===== config.mk =====
export PLATFORM = sky130hd
export DESIGN_NAME = branch_compare_skip_unit
export DESIGN_NICKNAME = d
export VERILOG_FILES = /design/src/shared/bcs_pkg.sv /design/src/shared/unit_link_if.sv /design/src/rtl/compare_alu.sv /design/src/rtl/branch_cond_eval.sv /design/src/rtl/branch_compare_skip_unit.sv
export SDC_FILE = /design/constraint.sdc
export NUM_CORES = 1
export LEC_CHECK = 0
export BUFFER_PORTS_ARGS = -buffer_cell sky130_fd_sc_hd__clkbuf_2
export CORE_ASPECT_RATIO = 0.6
export CORE_UTILIZATION = 35
export DETAILED_ROUTE_END_ITERATION = 6
export PLACE_DENSITY = 0.6
export SLEW_MARGIN = 5
export SYNTH_ARGS = -nofsm -noshare
export SYNTH_HDL_FRONTEND = slang
export SYNTH_SLANG_ARGS = --single-unit

===== constraint.sdc =====
create_clock -name clk -period 5.9 [get_ports clk]
set_input_delay 0 -clock clk [delete_from_list [all_inputs] [get_ports clk]]
set_output_delay 0 -clock clk [all_outputs]
set_load 0.02 [all_outputs]

===== src/shared/bcs_pkg.sv =====
// constants, opcode set and shared helpers for the flow-control unit
// assumes the fetch stage hands over pre-decoded operations
package bcs_pkg;

  // ----------------------------------------
  // decoded operations
  // ----------------------------------------
  typedef enum logic [4:0] {
    op_none                = 5'h00,
    register_compare       = 5'h01,
    compare_with_carry     = 5'h02,
    compare_immediate      = 5'h03,
    compare_skip_equal     = 5'h04,
    skip_reg_bit_clear     = 5'h05,
    skip_reg_bit_set       = 5'h06,
    skip_io_bit_clear      = 5'h07,
    skip_io_bit_set        = 5'h08,
    branch_flag_set        = 5'h09,
    branch_flag_clear      = 5'h0A,
    branch_equal           = 5'h0B,
    branch_not_equal       = 5'h0C,
    branch_carry_set       = 5'h0D,
    branch_carry_clear     = 5'h0E,
    branch_same_or_higher  = 5'h0F,
    branch_lower           = 5'h10,
    branch_minus           = 5'h11,
    branch_plus            = 5'h12,
    branch_signed_ge       = 5'h13,
    branch_signed_lt       = 5'h14,
    branch_halfcarry_set   = 5'h15,
    branch_halfcarry_clear = 5'h16,
    branch_transfer_set    = 5'h17,
    branch_transfer_clear  = 5'h18,
    branch_overflow_set    = 5'h19
  } op_t;

  // ----------------------------------------
  // status_register bit positions
  // ----------------------------------------
  localparam int unsigned FLAG_C = 0;
  localparam int unsigned FLAG_Z = 1;
  localparam int unsigned FLAG_N = 2;
  localparam int unsigned FLAG_V = 3;
  localparam int unsigned FLAG_S = 4;
  localparam int unsigned FLAG_H = 5;
  localparam int unsigned FLAG_T = 6;

  // ----------------------------------------
  // program counter steps and reset values
  // ----------------------------------------
  localparam logic [15:0] PC_STEP = 16'h0001;
  localparam logic [15:0] PC_SKIP_ONE = 16'h0002;
  localparam logic [15:0] PC_SKIP_TWO = 16'h0003;
  localparam logic [15:0] PC_RESET = 16'h0000;
  localparam logic [7:0] FLAGS_RESET = 8'h00;

  // ----------------------------------------
  // operation classes
  // ----------------------------------------
  function automatic logic is_compare(input op_t op);
    return op inside {register_compare, compare_with_carry,
                      compare_immediate};
  endfunction

  function automatic logic is_skip(input op_t op);
    return op inside {compare_skip_equal, skip_reg_bit_clear,
                      skip_reg_bit_set, skip_io_bit_clear,
                      skip_io_bit_set};
  endfunction

  function automatic logic is_branch(input op_t op);
    return (op >= branch_flag_set) && (op <= branch_overflow_set);
  endfunction

  // signed word displacement widened to the pc width
  function automatic logic [15:0] disp_ext(input logic [6:0] k);
    return {{9{k[6]}}, k};
  endfunction

endpackage


===== src/shared/unit_link_if.sv =====
// operands and results passed between the unit and its two helpers
// assumes all three ends run on the same core clock
`timescale 1ns/1ps
interface unit_link_if;
  bcs_pkg::op_t op;       // operation being decided
  logic [2:0] sel;        // bit or flag selector
  logic [7:0] imm;        // immediate operand
  logic [7:0] rd_val;     // first register operand
  logic [7:0] rr_val;     // second register operand
  logic [7:0] status;     // current status_register
  logic io_bit;           // addressed i/o bit value
  logic take;             // skip or branch condition holds
  logic [7:0] flags_new;  // status after a compare

  modport core(output op, sel, imm, rd_val, rr_val, status, io_bit,
               input take, flags_new);
  modport cond(input op, sel, rd_val, rr_val, status, io_bit,
               output take);
  modport alu(input op, imm, rd_val, rr_val, status,
              output flags_new);
endinterface


===== src/rtl/compare_alu.sv =====
// subtract-only flag generator for the compare operations
// assumes operands are stable for the cycle the op is offered
`timescale 1ns/1ps
module compare_alu (
  unit_link_if.alu lnk
);

  logic [7:0] sub_b;     // subtrahend
  logic borrow_in;       // carry term for the carry form
  logic [8:0] diff;      // difference with borrow out
  logic [7:0] res;       // low byte of difference

  // ----------------------------------------
  // difference and flags, result is dropped
  // ----------------------------------------
  always_comb begin
    sub_b = (lnk.op == bcs_pkg::compare_immediate) ?
            lnk.imm : lnk.rr_val;
    borrow_in = (lnk.op == bcs_pkg::compare_with_carry) ?
                lnk.status[bcs_pkg::FLAG_C] : 1'b0;
    diff = {1'b0, lnk.rd_val} - {1'b0, sub_b} - {8'h00, borrow_in};
    res = diff[7:0];
    // other flags pass through untouched
    lnk.flags_new = lnk.status;
    lnk.flags_new[bcs_pkg::FLAG_Z] = (res == 8'h00);
    lnk.flags_new[bcs_pkg::FLAG_N] = res[7];
    lnk.flags_new[bcs_pkg::FLAG_C] = diff[8];
    // overflow when signs of operands differ and result flips
    lnk.flags_new[bcs_pkg::FLAG_V] =
      (lnk.rd_val[7] & ~sub_b[7] & ~res[7]) |
      (~lnk.rd_val[7] & sub_b[7] & res[7]);
    // borrow out of the low nibble
    lnk.flags_new[bcs_pkg::FLAG_H] =
      (~lnk.rd_val[3] & sub_b[3]) | (sub_b[3] & res[3]) |
      (res[3] & ~lnk.rd_val[3]);
  end

endmodule


===== src/rtl/branch_cond_eval.sv =====
// condition evaluator for skips and relative branches
// assumes status_register is the committed value of this cycle
`timescale 1ns/1ps
module branch_cond_eval (
  unit_link_if.cond lnk
);

  logic c_f, z_f, n_f, v_f, h_f, t_f; // flag shorthands

  // ----------------------------------------
  // condition per operation
  // ----------------------------------------
  always_comb begin
    c_f = lnk.status[bcs_pkg::FLAG_C];
    z_f = lnk.status[bcs_pkg::FLAG_Z];
    n_f = lnk.status[bcs_pkg::FLAG_N];
    v_f = lnk.status[bcs_pkg::FLAG_V];
    h_f = lnk.status[bcs_pkg::FLAG_H];
    t_f = lnk.status[bcs_pkg::FLAG_T];
    unique case (lnk.op)
      bcs_pkg::compare_skip_equal:
        lnk.take = (lnk.rd_val == lnk.rr_val);
      bcs_pkg::skip_reg_bit_clear:
        lnk.take = ~lnk.rr_val[lnk.sel];
      bcs_pkg::skip_reg_bit_set:
        lnk.take = lnk.rr_val[lnk.sel];
      bcs_pkg::skip_io_bit_clear:
        lnk.take = ~lnk.io_bit;
      bcs_pkg::skip_io_bit_set:
        lnk.take = lnk.io_bit;
      bcs_pkg::branch_flag_set:
        lnk.take = lnk.status[lnk.sel];
      bcs_pkg::branch_flag_clear:
        lnk.take = ~lnk.status[lnk.sel];
      bcs_pkg::branch_equal: lnk.take = z_f;
      bcs_pkg::branch_not_equal: lnk.take = ~z_f;
      bcs_pkg::branch_carry_set,
      bcs_pkg::branch_lower: lnk.take = c_f;
      bcs_pkg::branch_carry_clear,
      bcs_pkg::branch_same_or_higher: lnk.take = ~c_f;
      bcs_pkg::branch_minus: lnk.take = n_f;
      bcs_pkg::branch_plus: lnk.take = ~n_f;
      bcs_pkg::branch_signed_ge: lnk.take = ~(n_f ^ v_f);
      bcs_pkg::branch_signed_lt: lnk.take = n_f ^ v_f;
      bcs_pkg::branch_halfcarry_set: lnk.take = h_f;
      bcs_pkg::branch_halfcarry_clear: lnk.take = ~h_f;
      bcs_pkg::branch_transfer_set: lnk.take = t_f;
      bcs_pkg::branch_transfer_clear: lnk.take = ~t_f;
      bcs_pkg::branch_overflow_set: lnk.take = v_f;
      // compares, idle and unused codes never redirect
      default: lnk.take = 1'b0;
    endcase
  end

endmodule


===== src/rtl/branch_compare_skip_unit.sv =====
// conditional flow unit: compares, skips and relative branches
// assumes fetch presents one decoded op per cycle and holds it
// while busy is high; pc is the address of the offered op
//
// What this block does
// - equal registers skip next, flags kept
// - compares set Z N V C H only
// - register bit zero skips next instruction
// - register bit one skips next instruction
// - i/o bit zero skips next instruction
// - i/o bit one skips next instruction
// - selected flag set branches to pc+k+1
// - selected flag clear branches relative
// - zero flag picks equal and not-equal
// - carry set or lower branches on C
// - carry clear or same-higher on C zero
// - minus and plus follow negative flag
// - signed ge branches when N xor V zero
// - signed lt branches when N xor V one
// - half-carry branches set and clear
// - transfer flag branches set and clear
// - overflow set branches to pc+k+1
`timescale 1ns/1ps
module branch_compare_skip_unit (
  input wire logic clk,
  input wire logic srst,
  input wire logic op_valid,
  input wire bcs_pkg::op_t op,
  input wire logic [2:0] sel,
  input wire logic [6:0] disp,
  input wire logic [7:0] imm,
  input wire logic [15:0] pc,
  input wire logic next_two_word,
  input wire logic [7:0] rd_val,
  input wire logic [7:0] rr_val,
  input wire logic io_bit_val,
  input wire logic [7:0] status_register,
  output logic busy,
  output logic pc_load,
  output logic [15:0] pc_target,
  output logic flags_we,
  output logic [7:0] flags_out
);

  // ----------------------------------------
  // sequencing states
  // ----------------------------------------
  typedef enum logic [1:0] {
    st_idle = 2'h0,      // ready for an op
    st_drop_one = 2'h1,  // discarding one fetched word
    st_drop_two = 2'h2   // discarding a two-word op
  } state_t;

  state_t state_reg;     // current state
  state_t state_next;    // next state
  logic busy_reg;        // op input refused
  logic pc_load_reg;     // redirect pulse
  logic [15:0] pc_target_reg; // redirect address
  logic [15:0] pc_target_next;
  logic flags_we_reg;    // status write pulse
  logic [7:0] flags_out_reg; // status to write
  logic accept;          // op taken this cycle
  logic redirect;        // skip or branch taken

  unit_link_if lnk();    // operands to the helpers

  // ----------------------------------------
  // helper wiring
  // ----------------------------------------
  assign lnk.op = op;
  assign lnk.sel = sel;
  assign lnk.imm = imm;
  assign lnk.rd_val = rd_val;
  assign lnk.rr_val = rr_val;
  assign lnk.status = status_register;
  assign lnk.io_bit = io_bit_val;

  compare_alu u_alu (
    .lnk(lnk.alu)
  );

  branch_cond_eval u_cond (
    .lnk(lnk.cond)
  );

  // ----------------------------------------
  // acceptance and redirect decision
  // ----------------------------------------
  // ops offered while busy are ignored; fetch must hold them
  assign accept = op_valid && (state_reg == st_idle);
  assign redirect = accept && lnk.take &&
                    (bcs_pkg::is_skip(op) || bcs_pkg::is_branch(op));

  // ----------------------------------------
  // next state: how many fetched words to drop
  // ----------------------------------------
  always_comb begin
    state_next = st_idle;
    unique case (state_reg)
      st_idle: begin
        if (redirect && bcs_pkg::is_skip(op) && next_two_word) begin
          state_next = st_drop_two; // three cycles
        end else if (redirect) begin
          state_next = st_drop_one; // two cycles
        end
      end
      st_drop_two: state_next = st_drop_one;
      st_drop_one: state_next = st_idle;
      // unused code: recover to idle
      default: state_next = st_idle;
    endcase
  end

  // ----------------------------------------
  // target address
  // ----------------------------------------
  always_comb begin
    if (bcs_pkg::is_skip(op)) begin
      // step over the following one- or two-word op
      pc_target_next = next_two_word ?
        pc + bcs_pkg::PC_SKIP_TWO : pc + bcs_pkg::PC_SKIP_ONE;
    end else begin
      // sign-extended word offset plus one
      pc_target_next = pc + bcs_pkg::disp_ext(disp) + bcs_pkg::PC_STEP;
    end
  end

  // ----------------------------------------
  // state register
  // ----------------------------------------
  always_ff @(posedge clk) begin
    if (srst) begin
      state_reg <= st_idle;
    end else begin
      state_reg <= state_next;
    end
  end

  // ----------------------------------------
  // busy: fetched word is squashed meanwhile
  // ----------------------------------------
  // a discarded op never reaches execute, so it changes nothing
  always_ff @(posedge clk) begin
    if (srst) begin
      busy_reg <= 1'b0;
    end else begin
      busy_reg <= (state_next != st_idle);
    end
  end

  // ----------------------------------------
  // program counter redirect
  // ----------------------------------------
  always_ff @(posedge clk) begin
    if (srst) begin
      pc_load_reg <= 1'b0;
      pc_target_reg <= bcs_pkg::PC_RESET;
    end else begin
      pc_load_reg <= redirect;
      if (redirect) begin
        pc_target_reg <= pc_target_next;
      end
    end
  end

  // ----------------------------------------
  // status write for compares only
  // ----------------------------------------
  // skips and branches never raise the write strobe, so flags hold
  always_ff @(posedge clk) begin
    if (srst) begin
      flags_we_reg <= 1'b0;
      flags_out_reg <= bcs_pkg::FLAGS_RESET;
    end else begin
      flags_we_reg <= accept && bcs_pkg::is_compare(op);
      if (accept && bcs_pkg::is_compare(op)) begin
        flags_out_reg <= lnk.flags_new;
      end
    end
  end

  assign busy = busy_reg;
  assign pc_load = pc_load_reg;
  assign pc_target = pc_target_reg;
  assign flags_we = flags_we_reg;
  assign flags_out = flags_out_reg;
endmodule


After elaboration in Yosys (flattened, before gate mapping)

Index checks and enable logic that the tools add are counted.

Logic and storage cells: 93
Output and inout port bits: 27
Flip-flop bits (word level): 29
Bits of input ports: 68

Reductions and logical operators: 15
Equal/unequal tests: 27
Multiplexer cells: 12
$add $sub $neg: 6
Bitwise operators: 24
Magnitude comparators: 3

Operators by type and width:

| operator              | number |
|---|---|
| $eq 5x5->1 const B    | 10 |
| $eq 5x4->1 const B    | 8 |
| $add 16x2->16 const B | 2 |
| $mux 16               | 2 |
| $eq 5x3->1 const B    | 4 |
| $pmux 1 s20           | 1 |
| $add 16x1->16 const B | 1 |
| $add 16x16->16        | 1 |
| $not 1->1             | 13 |
| $eq 5x2->1 const B    | 2 |
| $sub 8x8->9           | 1 |
| $sub 9x1->9           | 1 |
| $eq 8x8->1            | 1 |
| $logic_not 8->1       | 1 |
| $mux 8                | 1 |
| $and 1x1->1           | 7 |
| $logic_and 1x1->1     | 7 |
| $bmux 1 s3            | 2 |
| $eq 5x1->1 const B    | 1 |
| $ge 5x4->1 const B    | 1 |
| $le 5x5->1 const B    | 1 |
| $reduce_bool 5->1     | 1 |
| $lt 3x4->1 const B    | 1 |
| $mux 1                | 4 |
| other kinds (10)      | 13 |

Longest topological paths before layout

Word-level depth: 11
Mapped depth: 14
Depth with buffers taken out: 13

Modules after synthesis

From an unflattened synthesis, not the netlist that was laid out.

Cells, all modules: 445
Area, all modules: 3524.6 um^2

Modules (own cells, without submodules):

| module                   | times used | area each (um^2) | seq. area each (um^2) | cells an instance |
|---|---|---|---|---|
| branch_compare_skip_unit | 1          | 2359.8           | 580.6                 | 296 |
| compare_alu              | 1          | 691.9            | 0.0                   | 86 |
| branch_cond_eval         | 1          | 473.0            | 0.0                   | 63 |

Worst setup path before layout

No wires, ideal clock.

Path kind: input -> register
Start point: in op[4]
End point: reg flags_out_reg[3] (netlist: flags_out[3])
Buffers on the path: 1
Slack: 2.884 ns
Stages on the path: 14
Required time: 5.757 ns
Arrival: 2.873 ns
Setup time: 0.143 ns
Cell sequence: buf_2 > nor3_1 > nand3_1 > mux2_2 > fa_1 > inv_1 > ha_1 > nand2_1 > a21boi_0 > o21a_1 > o211a_1 > a211oi_1 > mux2i_1 > a211oi_1

Word-level cells in the longest chain between the ends: 7
Elaborated cells on any way between the ends: 16
Classes of those cells: 2 x add/sub; 3 x eq/ne; 2 x mux; 7 x bitwise; 2 x reduce/logical

RTL lines:

| element              | line                             | text |
|---|---|---|
| start, declared      | branch_compare_skip_unit.sv:28   | `input wire bcs_pkg::op_t op,` |
| $eq 5x2->1           | bcs_pkg.sv:61, compare_alu.sv:17 |  |
| $mux 8               | compare_alu.sv:17                | `sub_b = (lnk.op == bcs_pkg::compare_immediate) ?` |
| $sub 8x8->9          | compare_alu.sv:21                | `diff = {1'b0, lnk.rd_val} - {1'b0, sub_b} - {8'h00, borrow_in};` |
| $sub 9x1->9          | compare_alu.sv:21                |  |
| $not 1->1            | compare_alu.sv:30                | `(lnk.rd_val[7] & ~sub_b[7] & ~res[7]) \|` |
| $and 1x1->1          | compare_alu.sv:30                |  |
| $or 1x1->1           | compare_alu.sv:30                |  |
| end signal, assigned | branch_compare_skip_unit.sv:173  | `flags_out_reg <= bcs_pkg::FLAGS_RESET;` |
| end signal, assigned | branch_compare_skip_unit.sv:177  | `flags_out_reg <= lnk.flags_new;` |
| end, declared        | branch_compare_skip_unit.sv:61   | `logic [7:0] flags_out_reg;` |

Several ways; a longest one is shown, not always the timed one.
A chain may end at the register's enable or synchronous reset.

Worst setup path after layout

Ends and elaborated chain as after synthesis.

==> run summary <==
CTS-repair resized insts = 0
crit path DAT = 3.41 ns
Static Leak = 1.92 nW
Yosys reg bits = 29
Yosys warning total = 0
CORE AREA = 9460 um2
vias in the first global route = 3365
RSZ-0062 raised after global routing = false
outcome = complete, no violations
Largest register FFs = 16
most frequent cells in the layout = clkbuf_2, nand2_1, inv_1, ha_1, dfxtp_1
vias = 3614
syn_nets = 548
unique cell type count in the Yosys netlist = 63
initial antenna violation count = 0
Post-synth EDFFs = 0
Ports = 95
Initial Utilization = 0.372
DR vias/cell = 5.46
setup bufs post-CTS = 0
Critical Path Sink Type = register
largest net degree at the start of global routing = 30
Rows = 27
Cells after Synth = 444
pre-CTS WS = 2.37 ns
clock latency on the worst-skew pair = 0.27 ns
ratio of cells with drive above 1 in the final layout = 0.237
total clock sinks = 29
post-route ant nets = 0
first-iteration detailed-routing DRC count = 267
Worst-path clk slew = 0.05 ns
CTS Buf Count = 5
die height = 79.7 um
Most used DFF post-synth = dfxtp_1
n_diodes = 0
clk_skew = 0.00211 ns
slowest stage cell on the critical path = mux2_2
drc violations = 0
fin nets = 635
dpl hpwl = 8.57 mm
grt ovf = 0
H-tree Lvls = 2
required time of the critical path = 6.02 ns
Layout area overhead = 20.1%
DR pass1 iterations = 5
pwr dens = 186 nW/um2
first-pass GRT wire length = 17.5 mm
final period utilization = 0.557
commonest non-fill, non-tap cell in the layout = clkbuf_2
Syn Area/Cell = 7.93 um2
WL/cell = 16.2 um
Mapped Area = 3520 um2
WL final = 10.7 mm
GRT Overall Usage = 0.208
RD Place Congestion = 0.876
Final Hold Viols = 0
crit path time final = 3.29 ns
setup violators final = 0
final setup TNS = 0 ns
Clock Tree Root = clkbuf_16
DIE AREA = 10500 um2
I/O Buffers = 94
WS Path Type = in -> reg
# Max-Cap Violations = 0
fmax = 304 MHz
ys async rst share = 0
Max Root-Sink Buffers = 2
Peak VDD IR = 0.000120 V
R2R setup slack = 3.80 ns
Hold/Removal Path Class = in -> reg
Setup WS post-layout = 2.61 ns
startpoint class of the critical path = input pin
most frequent CP cell = a211oi_1
sequence of cells on the critical path = clkbuf_2 > nor3_1 > nand3_1 > mux2_2 > fa_1 > inv_1 > ha_1 > nand2_1 > a21boi_0 > o21a_1 > o211a_1 > a211oi_1 > mux2i_1 > a211oi_1
slew of the pin with the lowest slew margin = 0.926 ns
fin. max-slew vios = 0
crit-path max FO = 17
Die X = 132 um
CP peak stage delay = 0.41 ns
TritonCTS clock tree = built
Seq/Total Area, Yosys = 0.165
Max-slew headroom = 0.381
==> repair_timing <==
action                                 4_1_cts  5_1_grt
setup endpoints to repair                    0        0
endpoints found under the hold margin        2        0
hold buffers                                 2        0
==> synthesized netlist by cell type, types with 2 or more instances <==
| cell type | count | area share |
|---|---|---|
| a211oi_1 | 7 | 0.015 |
| a211oi_2 | 3 | 0.011 |
| a21boi_0 | 2 | 0.0043 |
| a21o_1 | 8 | 0.017 |
| a21oi_1 | 28 | 0.040 |
| a21oi_2 | 2 | 0.0050 |
| a311oi_1 | 3 | 0.0075 |
| a311oi_2 | 5 | 0.021 |
| a31oi_1 | 7 | 0.012 |
| and2_1 | 4 | 0.0071 |
| and3_1 | 7 | 0.012 |
| buf_2 | 8 | 0.011 |
| buf_6 | 2 | 0.0064 |
| clkbuf_1 | 6 | 0.0064 |
| dfxtp_1 | 29 | 0.16 |
| fa_1 | 3 | 0.017 |
| ha_1 | 33 | 0.12 |
| inv_1 | 35 | 0.037 |
| mux2_2 | 6 | 0.019 |
| mux2i_1 | 7 | 0.020 |
| mux4_1 | 3 | 0.022 |
| nand2_1 | 40 | 0.043 |
| nand2b_1 | 8 | 0.014 |
| nand3_1 | 10 | 0.014 |
| nand3b_1 | 3 | 0.0064 |
| nand4_1 | 5 | 0.0089 |
| nor2_1 | 25 | 0.027 |
| nor2b_1 | 6 | 0.011 |
| nor3_1 | 14 | 0.020 |
| nor3b_1 | 5 | 0.011 |
| nor4_1 | 6 | 0.011 |
| o2111ai_1 | 5 | 0.012 |
| o211a_1 | 2 | 0.0057 |
| o211ai_1 | 6 | 0.013 |
| o21a_1 | 5 | 0.011 |
| o21ai_0 | 17 | 0.024 |
| o21ai_1 | 5 | 0.0071 |
| o21bai_1 | 3 | 0.0064 |
| o311ai_0 | 3 | 0.0075 |
| o31ai_1 | 5 | 0.011 |
| or3_1 | 4 | 0.0071 |
| xnor2_1 | 16 | 0.040 |
| xor2_1 | 23 | 0.057 |
==> area by class of cell <==
class	count	area, um2
multi-input cells	363	2720
clock buffers	6	129
well taps	130	163
flip-flops and latches	29	581
clock inverters	2	10.0
fillers	967	5230
inverters	35	131
repair buffers	97	498
==> stage by stage <==
| step | utilization | area, um2 | power [mW] | instances | hold WS, ns |
|---|---|---|---|---|---|
| 5_1_grt | 0.447 | 4230 | 0.835 | 662 | 0.0294 |
| 4_1_cts | 0.447 | 4230 | 0.788 | 662 | 0.0168 |
| 3_5_place_dp | 0.430 | 4070 | 0.539 | 652 | 0.283 |
| 3_3_place_gp | 0.430 | 4070 | 0.534 | 652 | 0.279 |
| 6_report | 0.447 | 4230 | 0.788 | 662 | 0.0219 |
| 2_1_floorplan | - | 3520 | 0.446 | 444 | 0.136 |
==> per-layer routing <==
layer  up-vias  part of all wire  track usage
met1      1688              0.54        0.318
met4         0            0.0044       0.0233
met3         6             0.063       0.0483
met2       113              0.39        0.296
li1       1807                 -            -
met5         -                 0            0
==> path summary, 6_finish.rpt <==
path | from | endpoint | cells after the start
worst min register to register | flags_out[6]$_SDFFE_PP0P_ | flags_out[6]$_SDFFE_PP0P_ | 2
worst max-delay path | op[4] | flags_out[3]$_SDFFE_PP0P_ | 14
worst max register to register | state_reg[1]$_SDFF_PP0_ | pc_target[12]$_SDFFE_PP0P_ | 5
worst min-delay path | status_register[6] | flags_out[6]$_SDFFE_PP0P_ | 3
==> where the power goes <==
part / switching (mW) / internal [mW] / total [mW]
registers: 0.00752 / 0.207 / 0.215
logic: 0.194 / 0.133 / 0.327
clock network: 0.0917 / 0.155 / 0.246
==> worst max-delay path, delay by kind of cell <==
kind | cells | cell delay (ns)
AOI/OAI and AO/OA | 5 | 0.97
adders and majority gates | 2 | 0.62
buffers and inverters | 2 | 0.32
muxes | 2 | 0.68
and+or+nand+nor | 3 | 0.80
==> kinds of logic after synthesis <==
family	Yosys count	synth area share
multiplexers	17	0.0679
AND/OR/NAND/NOR	146	0.216
adder cells (fa/ha/maj)	36	0.134
XOR/XNOR	39	0.0970
flip-flops	29	0.165
AO/OA/AOI/OAI	125	0.256
buffers and inverters	52	0.0636
Note: power is estimated with default switching activity, not from simulation.
